<file path="src/core/sar_adc_pkg.sv">
`default_nettype none
package sar_adc_pkg;
    // register bus geometry
    localparam int ADDR_W = 4;
    localparam int DATA_W = 8;
    localparam logic [3:0] CONTROL_ADDR = 4'h0;
    localparam logic [3:0] CONFIG_ADDR = 4'h1;
    localparam logic [3:0] RESULT_HIGH_ADDR = 4'h2;
    localparam logic [3:0] RESULT_LOW_ADDR = 4'h3;
    localparam logic [7:0] UNMAPPED_READ = 8'h00;
    // converter_control_reg field positions
    localparam int ON_BIT = 7;
    localparam int TRACK_MODE_BIT = 6;
    localparam int DONE_BIT = 5;
    localparam int BUSY_BIT = 4;
    localparam int SRC_LSB = 0;
    localparam int SRC_W = 3;
    // converter_config_reg field positions
    localparam int DIV_LSB = 3;
    localparam int DIV_W = 5;
    localparam int LEFT_BIT = 2;
    localparam int DIFF_BIT = 0;
    // values after reset
    localparam logic [4:0] DIV_RESET = 5'h1F;
    localparam logic [7:0] CONTROL_RESET = 8'h00;
    // code geometry
    localparam int CODE_W = 10;
    localparam logic [9:0] CODE_MSB_ONLY = 10'h200;
    localparam logic [3:0] CODE_TOP_INDEX = 4'h9;
    // low-power tracking length in conversion-clock ticks
    localparam logic [1:0] TRACK_TICKS = 2'h3;
    // throughput ceiling turned into a least spacing between starts
    localparam int CLOCK_PERIOD_NS = 8;
    localparam int MAX_RATE_KSPS = 500;
    localparam int MIN_START_SPACING_NS = 1000000 / MAX_RATE_KSPS;
    localparam int SPACING_CYCLES_INT = (MIN_START_SPACING_NS + CLOCK_PERIOD_NS - 1) / CLOCK_PERIOD_NS;
    localparam logic [7:0] SPACING_LAST = 8'(SPACING_CYCLES_INT - 1);
    // start-of-conversion sources
    typedef enum logic [2:0] {
        SRC_SOFTWARE = 3'h0,
        SRC_TIMER0 = 3'h1,
        SRC_TIMER2 = 3'h2,
        SRC_TIMER1 = 3'h3,
        SRC_EXT_PIN = 3'h4,
        SRC_TIMER3 = 3'h5,
        SRC_TIMER4 = 3'h6,
        SRC_TIMER5 = 3'h7
    } start_source_t;
    typedef enum logic [1:0] {
        ST_IDLE,
        ST_TRACK,
        ST_CONVERT
    } seq_state_t;
endpackage
`default_nettype wire

</file>
<file path="src/core/result_packer.sv">
`default_nettype none
// lays a finished 10-bit code out over the two result bytes
module result_packer
(
    input wire logic [9:0] code,
    input wire logic left_align_select,
    input wire logic differential,
    output logic [7:0] high_byte,
    output logic [7:0] low_byte
);
    import sar_adc_pkg::*;

    logic [9:0] word; // code as read out, offset-binary flipped to two's complement when differential
    logic [15:0] packed_word;

    // the array hands back offset binary; flipping the top bit makes it signed
    assign word = differential ? (code ^ CODE_MSB_ONLY) : code;

    always_comb
    begin
        if (left_align_select)
            packed_word = {word, 6'h00};
        else if (differential)
            packed_word = {{6{word[9]}}, word};
        else
            packed_word = {6'h00, word};
    end

    assign high_byte = packed_word[15:8];
    assign low_byte = packed_word[7:0];
endmodule
`default_nettype wire

</file>
<file path="src/core/sar_adc_sequencer.sv">
`default_nettype none
// Behaviour
// - converter runs only while enable bit set
// - result bytes loaded at every conversion end
// - single-ended code unsigned, right or left
// - unused single-ended result bits read zero
// - differential right-justified sign-extends high byte
// - differential left-justified low bits read zero
// - sar clock divided from system clock
// - three-bit field picks one of eight triggers
// - software writes busy one to start
// - busy high whole conversion, then cleared
// - busy falling edge sets done, interrupt
// - timers 2-5 use low or high overflow
// - default mode tracks except while converting
// - low-power mode tracks three sar ticks first
// - pin trigger tracks low, converts on rise
// - tracking off during standby or sleep
// - justify bit zero right, one left
// - five-bit divider, period times value plus one
module sar_adc_sequencer
(
    input wire logic clock,
    input wire logic rst_n,
    input wire logic [sar_adc_pkg::ADDR_W-1:0] address,
    input wire logic [sar_adc_pkg::DATA_W-1:0] write_data,
    input wire logic write_strobe,
    input wire logic read_strobe,
    output logic [sar_adc_pkg::DATA_W-1:0] read_data,
    input wire logic timer0_overflow,
    input wire logic timer1_overflow,
    input wire logic [3:0] timer_low_overflow,
    input wire logic [3:0] timer_high_overflow,
    input wire logic [3:0] timer_split_mode,
    input wire logic external_start_pin,
    input wire logic low_power_standby,
    input wire logic compare_above,
    input wire logic interrupt_enable,
    output logic converter_power,
    output logic track_enable,
    output logic [sar_adc_pkg::CODE_W-1:0] trial_code,
    output logic conversion_irq
);
    import sar_adc_pkg::*;

    // software-visible state
    logic converter_on; // enable bit
    logic low_power_track_select; // tracking-mode bit
    logic conversion_done_flag; // sticky done flag
    logic conversion_in_progress; // busy bit
    logic [2:0] start_source_select; // trigger choice
    logic [4:0] sar_clock_divider; // divider field
    logic left_align_select; // justification
    logic differential; // signed conversions
    logic [7:0] result_high_byte;
    logic [7:0] result_low_byte;

    // sequencing state
    seq_state_t state;
    logic [1:0] track_count; // sar ticks spent tracking
    logic [3:0] bit_index; // bit under trial
    logic [7:0] spacing_count; // clocks since last start, saturating
    logic busy_last; // busy one cycle ago, for the falling edge
    logic pin_meta; // first synchroniser stage, read only by pin_sync
    logic pin_sync;
    logic pin_last;
    logic sar_tick;
    logic [3:0] timer_event; // timers 2..5 after mode selection
    logic pin_rise;
    logic source_event;
    logic software_start;
    logic start;
    logic direct_convert;
    logic finishing;
    logic [9:0] final_code;
    logic [7:0] packed_high;
    logic [7:0] packed_low;
    logic control_write;
    logic done_clear;

    // external pin passes two flops before any logic looks at it
    always_ff @(posedge clock)
    begin
        if (!rst_n)
        begin
            pin_meta <= 1'b0;
            pin_sync <= 1'b0;
            pin_last <= 1'b0;
        end
        else
        begin
            pin_meta <= external_start_pin;
            pin_sync <= pin_meta;
            pin_last <= pin_sync;
        end
    end

    assign pin_rise = pin_sync && !pin_last;

    // each of timers 2..5 uses its low-byte overflow when split into 8-bit halves
    genvar t;
    generate
        for (t = 0; t < 4; t++)
        begin : g_timer_pick
            assign timer_event[t] = timer_split_mode[t] ? timer_low_overflow[t] : timer_high_overflow[t];
        end
    endgenerate

    // trigger selection
    always_comb
    begin
        unique case (start_source_t'(start_source_select))
            SRC_SOFTWARE: source_event = 1'b0;
            SRC_TIMER0: source_event = timer0_overflow;
            SRC_TIMER2: source_event = timer_event[0];
            SRC_TIMER1: source_event = timer1_overflow;
            SRC_EXT_PIN: source_event = pin_rise;
            SRC_TIMER3: source_event = timer_event[1];
            SRC_TIMER4: source_event = timer_event[2];
            SRC_TIMER5: source_event = timer_event[3];
        endcase
    end

    assign control_write = write_strobe && (address == CONTROL_ADDR);
    // a software start needs the busy bit written as one with software source selected
    assign software_start = control_write && write_data[BUSY_BIT]
        && (write_data[SRC_LSB +: SRC_W] == SRC_SOFTWARE) && write_data[ON_BIT];
    // triggers that land while busy or too soon after the last start are dropped
    assign start = converter_on && (state == ST_IDLE) && (spacing_count == SPACING_LAST)
        && (software_start || source_event);
    // pin trigger in low-power mode has already tracked while the pin was low
    assign direct_convert = !low_power_track_select
        || (start_source_select == SRC_EXT_PIN && !software_start);
    assign finishing = (state == ST_CONVERT) && sar_tick && (bit_index == 4'h0);
    assign done_clear = control_write && !write_data[DONE_BIT];

    // last decision folded into the trial code
    always_comb
    begin
        final_code = trial_code;
        final_code[0] = compare_above;
    end

    sar_tick_gen u_tick
    (
        .clock(clock),
        .rst_n(rst_n),
        .run(state != ST_IDLE),
        .divider(sar_clock_divider),
        .tick(sar_tick)
    );

    result_packer u_pack
    (
        .code(final_code),
        .left_align_select(left_align_select),
        .differential(differential),
        .high_byte(packed_high),
        .low_byte(packed_low)
    );

    // control register fields owned by software
    always_ff @(posedge clock)
    begin
        if (!rst_n)
        begin
            converter_on <= CONTROL_RESET[ON_BIT];
            low_power_track_select <= CONTROL_RESET[TRACK_MODE_BIT];
            start_source_select <= CONTROL_RESET[SRC_LSB +: SRC_W];
        end
        else if (control_write)
        begin
            converter_on <= write_data[ON_BIT];
            low_power_track_select <= write_data[TRACK_MODE_BIT];
            start_source_select <= write_data[SRC_LSB +: SRC_W];
        end
    end

    // configuration register
    always_ff @(posedge clock)
    begin
        if (!rst_n)
        begin
            sar_clock_divider <= DIV_RESET;
            left_align_select <= 1'b0;
            differential <= 1'b0;
        end
        else if (write_strobe && address == CONFIG_ADDR)
        begin
            sar_clock_divider <= write_data[DIV_LSB +: DIV_W];
            left_align_select <= write_data[LEFT_BIT];
            differential <= write_data[DIFF_BIT];
        end
    end

    // sequencer: idle, optional tracking window, then ten bit trials
    always_ff @(posedge clock)
    begin
        if (!rst_n || !converter_on)
        begin
            state <= ST_IDLE;
            track_count <= 2'h0;
            bit_index <= CODE_TOP_INDEX;
            trial_code <= 10'h000;
        end
        else
        begin
            unique case (state)
                ST_IDLE:
                begin
                    if (start)
                    begin
                        state <= direct_convert ? ST_CONVERT : ST_TRACK;
                        track_count <= 2'h0;
                        bit_index <= CODE_TOP_INDEX;
                        trial_code <= CODE_MSB_ONLY;
                    end
                end
                ST_TRACK:
                begin
                    if (sar_tick)
                    begin
                        track_count <= track_count + 2'h1;
                        if (track_count == TRACK_TICKS - 2'h1)
                            state <= ST_CONVERT;
                    end
                end
                ST_CONVERT:
                begin
                    if (sar_tick)
                    begin
                        // keep the trial bit only if the input sits above it
                        trial_code[bit_index] <= compare_above;
                        if (bit_index == 4'h0)
                            state <= ST_IDLE;
                        else
                        begin
                            trial_code[bit_index - 4'h1] <= 1'b1;
                            bit_index <= bit_index - 4'h1;
                        end
                    end
                end
            endcase
        end
    end

    // busy bit follows the sequencer, from the start until the last trial
    always_ff @(posedge clock)
    begin
        if (!rst_n)
        begin
            conversion_in_progress <= 1'b0;
            busy_last <= 1'b0;
        end
        else
        begin
            busy_last <= conversion_in_progress;
            if (start)
                conversion_in_progress <= 1'b1;
            else if (finishing || !converter_on)
                conversion_in_progress <= 1'b0;
        end
    end

    // done flag: a falling busy edge wins over a software clear in the same cycle
    always_ff @(posedge clock)
    begin
        if (!rst_n)
            conversion_done_flag <= 1'b0;
        else if (busy_last && !conversion_in_progress)
            conversion_done_flag <= 1'b1;
        else if (done_clear)
            conversion_done_flag <= 1'b0;
    end

    // interrupt request mirrors the flag while the converter interrupt is enabled
    always_ff @(posedge clock)
    begin
        if (!rst_n)
            conversion_irq <= 1'b0;
        else
            conversion_irq <= conversion_done_flag && interrupt_enable;
    end

    // result bytes latch the packed code as the last trial resolves
    always_ff @(posedge clock)
    begin
        if (!rst_n)
        begin
            result_high_byte <= 8'h00;
            result_low_byte <= 8'h00;
        end
        else if (finishing)
        begin
            result_high_byte <= packed_high;
            result_low_byte <= packed_low;
        end
    end

    // spacing counter keeps the start rate under the throughput ceiling
    always_ff @(posedge clock)
    begin
        if (!rst_n)
            spacing_count <= SPACING_LAST;
        else if (start)
            spacing_count <= 8'h00;
        else if (spacing_count != SPACING_LAST)
            spacing_count <= spacing_count + 8'h01;
    end

    // analog controls: power, and when the sampling switch is closed
    always_ff @(posedge clock)
    begin
        if (!rst_n)
        begin
            converter_power <= 1'b0;
            track_enable <= 1'b0;
        end
        else
        begin
            converter_power <= converter_on;
            if (!converter_on || low_power_standby)
                track_enable <= 1'b0;
            else if (!low_power_track_select)
                track_enable <= (state != ST_CONVERT);
            else if (start_source_select == SRC_EXT_PIN)
                track_enable <= (state == ST_IDLE) && !pin_sync;
            else
                track_enable <= (state == ST_TRACK);
        end
    end

    // register read port, data one cycle after the strobe
    always_ff @(posedge clock)
    begin
        if (!rst_n)
            read_data <= 8'h00;
        else if (read_strobe)
        begin
            unique case (address)
                CONTROL_ADDR: read_data <= {converter_on, low_power_track_select, conversion_done_flag,
                    conversion_in_progress, 1'b0, start_source_select};
                CONFIG_ADDR: read_data <= {sar_clock_divider, left_align_select, 1'b0, differential};
                RESULT_HIGH_ADDR: read_data <= result_high_byte;
                RESULT_LOW_ADDR: read_data <= result_low_byte;
                default: read_data <= UNMAPPED_READ;
            endcase
        end
        else
            read_data <= 8'h00;
    end

    // checks
    a_off_stays_idle: assert property (@(posedge clock) disable iff (!rst_n)
        !converter_on |=> (state == ST_IDLE) && !track_enable)
        else $error("converter active while disabled");
    a_busy_sets_done: assert property (@(posedge clock) disable iff (!rst_n)
        $fell(conversion_in_progress) |=> conversion_done_flag)
        else $error("done flag missed busy fall");
    a_result_loaded: assert property (@(posedge clock) disable iff (!rst_n)
        finishing |=> (result_low_byte == $past(packed_low)) && (result_high_byte == $past(packed_high)))
        else $error("result not loaded at end");
    a_busy_through_run: assert property (@(posedge clock) disable iff (!rst_n)
        (state != ST_IDLE) |-> conversion_in_progress)
        else $error("busy low during conversion");
    a_sw_start_busy: assert property (@(posedge clock) disable iff (!rst_n)
        (software_start && converter_on && state == ST_IDLE && spacing_count == SPACING_LAST)
        |=> conversion_in_progress && state != ST_IDLE)
        else $error("software start ignored");
    a_lp_track_three: assert property (@(posedge clock) disable iff (!rst_n)
        (state == ST_IDLE && start && !direct_convert) |=> (state == ST_TRACK) [*3])
        else $error("tracking window too short");
    a_start_spacing: assert property (@(posedge clock) disable iff (!rst_n)
        start |=> !start [*8])
        else $error("starts too close together");
    a_left_zero_low: assert property (@(posedge clock) disable iff (!rst_n)
        (finishing && left_align_select) |=> result_low_byte[5:0] == 6'h00)
        else $error("unused low bits not zero");
    a_right_single: assert property (@(posedge clock) disable iff (!rst_n)
        (finishing && !left_align_select && !differential) |=> result_high_byte[7:2] == 6'h00)
        else $error("unused high bits not zero");
    a_standby_no_track: assert property (@(posedge clock) disable iff (!rst_n)
        low_power_standby |=> !track_enable)
        else $error("tracking during standby");
endmodule
`default_nettype wire

</file>
<file path="src/core/sar_tick_gen.sv">
`default_nettype none
// one-cycle tick every (divider + 1) system clocks while run is high
module sar_tick_gen
(
    input wire logic clock,
    input wire logic rst_n,
    input wire logic run,
    input wire logic [4:0] divider,
    output logic tick
);
    import sar_adc_pkg::*;

    logic [4:0] count; // system clocks since last tick

    // counter restarts whenever run drops, so the first tick is a full period away
    always_ff @(posedge clock)
    begin
        if (!rst_n || !run)
        begin
            count <= 5'h00;
            tick <= 1'b0;
        end
        else if (count >= divider)
        begin
            count <= 5'h00;
            tick <= 1'b1;
        end
        else
        begin
            count <= count + 5'h01;
            tick <= 1'b0;
        end
    end
endmodule
`default_nettype wire

</file>
<file path="config.mk">
export PLATFORM = sky130hd
export DESIGN_NAME = sar_adc_sequencer
export DESIGN_NICKNAME = d
export VERILOG_FILES = /design/src/core/sar_adc_pkg.sv /design/src/core/result_packer.sv /design/src/core/sar_adc_sequencer.sv /design/src/core/sar_tick_gen.sv
export SDC_FILE = /design/constraint.sdc
export NUM_CORES = 1
export LEC_CHECK = 0
export CORE_MARGIN = 4
export CORE_UTILIZATION = 39
export CTS_CLUSTER_DIAMETER = 60
export DETAILED_ROUTE_END_ITERATION = 10
export DONT_BUFFER_PORTS = 1
export GPL_TIMING_DRIVEN = 1
export HOLD_SLACK_MARGIN = 0.02
export SLEW_MARGIN = 25
export SYNTH_ARGS = -nofsm -noshare
export SYNTH_HDL_FRONTEND = slang
export SYNTH_SLANG_ARGS = --single-unit
</file>
<file path="constraint.sdc">
create_clock -name clock -period 2.8 [get_ports clock]
set_input_delay 0.28 -clock clock [delete_from_list [all_inputs] [get_ports clock]]
set_output_delay 0.28 -clock clock [all_outputs]
set_load 0.02 [all_outputs]
</file>
==> results by group, run 1 <==
Synth
  – Distinct cells, synth: 62
  – Cell taking the most area after synthesis: dfxtp_1
  – Sequential fraction of the synthesis area: 38.1%
  – Synth Area per Inst: 9.30 um2
  – Post-Syn Area: 4050 um2
  – Synth Net Count: 488
  – Area contributors post-synth: dfxtp_1 (38%), mux2i_1 (7.4%), ha_1 (5.9%)
  – Synthesis Warnings: 0
  – Yosys reg bits: 77
  – Mapped Cells: 435
  – Post-synth top area share: 38.1%
  – Synth Flop Type: dfxtp_1
  – Async SR Flop Fraction: 0%
  – Post-synth EDFFs: 0

Timing
  – Hold WS: 0.0411 ns
  – Part of the cycle the worst path needs: 87.1%
  – RSZ-0062 raised after global routing: no
  – Pins over their slew limit: 0
  – Worst slew pin tran: 0.952 ns
  – Setup TNS: 0 ns
  – Min Tclk post-route: 2.44 ns
  – Slew HR: 36.0%
  – Max Clock Skew: 0.0133 ns
  – Final hold violation count: 0
  – Setup Viol. Count Final: 0
  – Final WS setup: 0.360 ns
  – Fmax: 410 MHz

Clock network
  – Worst-Skew Late Latency: 0.36 ns
  – CTS root buf: clkbuf_8
  – Num CTS Buffers: 9
  – H-tree depth: 3
  – Post-cts sizing count: 0
  – Clock sinks: 77
  – Clk buf depth: 2
  – CTS clk-pin slew, worst paths: 0.09 ns
  – CTS tree: yes

Worst setup path
  – Worst Setup End Kind: register
  – WP data required: 3.05 ns
  – R2R cell count: 8
  – CP Launch Type: register
  – Max FO, Critical Path: 9
  – Critical Path AT: 2.69 ns
  – WS Path Type: register to register

Hold path
  – Hold path cells: 1
  – HP Class: input pin to register

Detailed routing
  – Via density: 5.42
  – DRC viols: 0
  – Final WL: 9.57 mm
  – ANT nets after route: 0
  – DR WL/cell: 16.8 um
  – Vias post-DR: 3,078
  – 1st-iter DRT viols: 176
  – DRT Pass-1 Iters: 4

Flow run
  – Max-cap viol count: 0

Layout
  – Most common cell after layout, fill and taps aside: dfxtp_1
  – Layout cell share with drive strength beyond 1: 9.43%
  – Post-Layout Cell Count: 568
  – Fin area: 4350 um2
  – ANT cells: 0
  – Post-layout util: 43.7%
  – Nets@finish: 484
  – Most frequent cells in the layout: dfxtp_1 (77), nand2_1 (55), mux2i_1 (30), nor2_1 (27), nor2b_1 (25)
  – Area grow syn2layout: 7.51%

Floorplan
  – FP Rows: 36
  – Die height: 110 um
  – Core ar.: 9950 um2
  – I/O pin count: 55
  – Initial Utilization: 40.6%
  – Die ar.: 12,100 um2
  – Die Wd: 110 um

Power and ir drop
  – Leak: 1.91 nW
  – Peak supply drop: 207 uV
  – Pwr per Cell Area: 501 nW/um2
  – Total power: 2.18 mW

Placement
  – Worst slack, placed: 0.424 ns
  – Port Buffers: 0
  – Placed Area: 4140 um2
  – HPWL Detailed: 6.94 mm
  – # placed instances: 551
  – Routability congestion estimate: 0.873

GRT
  – Total GRT Usage: 16.5%
  – Vias in the first global route: 2,972
  – Initial antenna violation count: 0
  – Largest net degree at the start of global routing: 38
  – First-pass GRT wire length: 15.4 mm
  – Total gr overflow: 0

Outcome
  – Status: complete, no violations
==> cells in the mapped netlist (2+ instances only) <==
library cell and n:
o31ai_1 3, a21oi_1 18, o32ai_2 2, o21ai_1 3, a32o_2 2, a211oi_1 2, mux2i_1 30, nand2_1 55
and3_1 9, dfxtp_1 77, o22ai_2 2, nand4_1 2, nand3b_1 2, a21o_1 4, and2_1 6, a31oi_1 3
nor3b_1 8, buf_2 3, xor2_1 7, nand3_1 9, nor2_1 27, nand2b_1 6, mux4_2 6, buf_1 2
nor2b_1 25, inv_1 23, a221o_1 7, xnor2_1 3, clkbuf_1 14, a32o_1 2, mux2_2 3, ha_1 19
o211a_1 9, o21ai_0 10, nor3_1 3, a22oi_1 3
==> cell type report <==
| type | count | area [um2] |
|---|---|---|
| clock inverter | 5 | 62.6 |
| tap | 133 | 166 |
| sequential | 77 | 1540 |
| fill | 949 | 5600 |
| inverter | 24 | 90.1 |
| multi-input combinational | 314 | 2320 |
| timing repair buffer | 5 | 42.5 |
| clock buffer | 10 | 128 |
==> flip-flops by register name (all words and copies together), names as in the netlist, 2 cells and up <==
signal	cells
bit_index	4
read_data	8
u_tick.count	5
spacing_count	8
result_low_byte	8
track_count	2
start_source_select	3
state	2
sar_clock_divider	5
result_high_byte	8
trial_code	10
==> routing by layer <==
layer / wire, um / GRT usage, % / vias up
li1: - / - / 1528
met2: 4200 / 25.5 / 80
met5: 0 / 0 / -
met1: 4630 / 22.1 / 1464
met4: 66 / 3.83 / 0
met3: 667 / 5.81 / 6
==> final timing paths <==
check,startpoint,end,slack [ns]
worst min-delay path,rst_n,pin_sync,0.04
worst max-delay path,bit_index[0],bit_index[2],0.36
worst max register to register,bit_index[0],bit_index[2],0.36
worst min register to register,pin_meta,pin_sync,0.44
==> power by group <==
part	internal [mW]	total (mW)	switching (mW)	leakage (nW)
clock network	0.410	0.831	0.421	0.0886
logic	0.0963	0.191	0.0943	1.20
registers	1.12	1.16	0.0368	0.622
total	1.63	2.18	0.552	1.91
==> repair_timing <==
item,CTS,global route
hold buffers,2,0
buffers inserted,0,0
hold endpoints to repair,12,0
==> cells by family (layout without fill, tap and decap cells) <==
family | count (synthesis) | count (layout) | synth area share [%]
buffers and inverters | 44 | 44 | 4.58
muxes | 40 | 40 | 11.9
xor gates and xnor gates | 10 | 10 | 2.16
DFF | 77 | 77 | 38.1
and+or+nand+nor | 163 | 163 | 21.6
AOI/OAI and AO/OA | 82 | 82 | 15.8
adders and majority gates | 19 | 19 | 5.88
==> critical path: stages (launching register included) <==
cell	delay (ns)
dfxtp_1	0.49
inv_1	0.13
ha_1	0.24
nor3b_1	0.19
o21ai_0	0.17
or4b_1	0.46
o21ai_2	0.31
a211oi_1	0.13
a41o_1	0.21
Note: power is estimated with default switching activity, not from simulation.
==> run 2: changes to the inputs <==
MAX_ROUTING_LAYER = met4   (was not set)
==> results by group, run 2 (same netlist as run 1, synthesis figures left out) <==
Layout
  – Most flop-heavy register: trial_code
  – Layout cell share with drive strength beyond 1: 9.43% (unchanged)
  – Area grow syn2layout: 7.51% (unchanged)
  – Largest register FFs: 10 (unchanged)
  – Post-Layout Cell Count: 568 (unchanged)
  – Nets@finish: 484 (unchanged)
  – Fin area: 4350 um2 (unchanged)
  – Most common cell after layout, fill and taps aside: dfxtp_1
  – Most frequent cells in the layout: dfxtp_1 (77), nand2_1 (55), mux2i_1 (30), nor2_1 (27), nor2b_1 (25)
  – Post-layout util: 43.7% (unchanged)
  – ANT cells: 0 (unchanged)

Clock network
  – Worst-Skew Late Latency: 0.36 ns (about the same)
  – CTS clk-pin slew, worst paths: 0.09 ns (about the same)
  – H-tree depth: 3 (unchanged)
  – Clk buf depth: 2 (unchanged)
  – CTS tree: yes
  – Clock sinks: 77 (unchanged)
  – Num CTS Buffers: 9 (unchanged)
  – CTS root buf: clkbuf_8
  – Post-cts sizing count: 0 (unchanged)

Detailed routing
  – Final WL: 9.55 mm (-0.22%)
  – DR WL/cell: 16.8 um (-0.22%)
  – DRC viols: 0 (unchanged)
  – DRT Pass-1 Iters: 4 (unchanged)
  – 1st-iter DRT viols: 191 (+8.5%)
  – ANT nets after route: 0 (unchanged)
  – Vias post-DR: 3,102 (+0.78%)
  – Via density: 5.46 (+0.78%)

Power and ir drop
  – Peak supply drop: 208 uV (+0.49%)
  – Total power: 2.18 mW (about the same)
  – Pwr per Cell Area: 502 nW/um2 (about the same)
  – Leak: 1.91 nW (unchanged)

Floorplan
  – Die Wd: 110 um (unchanged)
  – Die ar.: 12,100 um2 (unchanged)
  – Initial Utilization: 40.6% (unchanged)
  – I/O pin count: 55 (unchanged)
  – Die height: 110 um (unchanged)
  – FP Rows: 36 (unchanged)
  – Core ar.: 9950 um2 (unchanged)

Timing
  – Min Tclk post-route: 2.45 ns (+0.00968 ns)
  – Slew HR: 38.4% (+2.4 points)
  – Hold WS: 0.0428 ns (+0.00169 ns)
  – Worst slew pin tran: 0.917 ns (-0.0351 ns)
  – Part of the cycle the worst path needs: 87.5% (+0.35 points)
  – Setup TNS: 0 ns (unchanged)
  – Final hold violation count: 0 (unchanged)
  – Pins over their slew limit: 0 (unchanged)
  – Setup Viol. Count Final: 0 (unchanged)
  – RSZ-0062 raised after global routing: no
  – Fmax: 408 MHz (-0.40%)
  – Max Clock Skew: 0.0128 ns (-0.000494 ns)
  – Final WS setup: 0.350 ns (-0.00968 ns)

Worst setup path
  – Max FO, Critical Path: 9 (unchanged)
  – Critical Path AT: 2.70 ns (about the same)
  – Worst Setup End Kind: register
  – CP Launch Point: bit_index[0]
  – Slowest CP cell: dfxtp_1
  – CP Launch Type: register
  – Crit path capture: bit_index[2]
  – WP data required: 3.05 ns (about the same)
  – R2R cell count: 8 (unchanged)
  – R2r endpoint: bit_index[2]
  – Crit path max-delay family: compound AO/OA/AOI/OAI gates
  – WS Path Type: register to register
  – Crit path depth: 8 (unchanged)
  – Critical-path cell list: inv_1 -> ha_1 -> nor3b_1 -> o21ai_0 -> or4b_1 -> o21ai_2 -> a211oi_1 -> a41o_1
  – Beginning of the worst register-to-register path: bit_index[0]
  – CP max stage delay: 0.49 ns (about the same)
  – Worst path bufs/invs: 1 (unchanged)
  – Flop-to-flop setup slack: 0.35 ns (about the same)

GRT
  – First-pass GRT wire length: 15.4 mm (about the same)
  – Largest net degree at the start of global routing: 38 (unchanged)
  – Vias in the first global route: 2,973 (+0.034%)
  – Total GRT Usage: 17.0% (+0.52 points)
  – Total gr overflow: 0 (unchanged)
  – Initial antenna violation count: 0 (unchanged)

Flow run
  – Max-cap viol count: 0 (unchanged)

Placement
  – Port Buffers: 0 (unchanged)
  – Placed Area: 4140 um2 (unchanged)
  – # placed instances: 551 (unchanged)
  – HPWL Detailed: 6.94 mm (unchanged)
  – Routability congestion estimate: 0.888 (+1.6%)
  – Worst slack, placed: 0.424 ns (unchanged)

Hold path
  – HP Class: input pin to register

Outcome
  – Status: complete, no violations
run 2: cell counts in the layout (fill, tap and decap cells not counted):
Identical to the previous run, type by type.
run 2: timing repair:
action / in CTS / in global routing
hold buffers: 2 / 0
hold endpoints to repair: 12 / 0
setup buffers: 0 / 0
run 2: how the worst min path moves through the flow:
stage / startpoint / to / slack, ns / depth (start not counted)
after floorplan: low_power_standby / track_enable / 0.36 / 1
after global placement: rst_n / sar_clock_divider[0] / 0.35 / 1
after detailed placement: rst_n / sar_clock_divider[4] / 0.36 / 1
after CTS: rst_n / pin_sync / 0.02 / 1
after global routing: rst_n / pin_sync / 0.02 / 1
final: rst_n / pin_sync / 0.04 / 1
run 2: layout make-up:
cell class                 instances  area, um2
multi-input combinational        314       2320
tap                              133        166
fill                             949       5600
clock buffer                      10        128
clock inverter                     5       62.6
timing repair buffer               5       42.5
sequential                        77       1540
inverter                          24       90.1
run 2: power breakdown:
group	total (mW)	internal [mW]	switching (mW)
Clock	0.834	0.410	0.424
Combinational	0.190	0.0962	0.0935
Sequential	1.16	1.12	0.0368
Total	2.18	1.63	0.554
run 2: per-layer routing:
metal | part of all wire (%) | up-vias | global-route usage, %
li1 | - | 1527 | -
met1 | 49 | 1488 | 22.3
met2 | 44 | 80 | 25.4
met3 | 6.8 | 7 | 6.28
met4 | 0.63 | 0 | 3.29
met5 | 0 | - | -
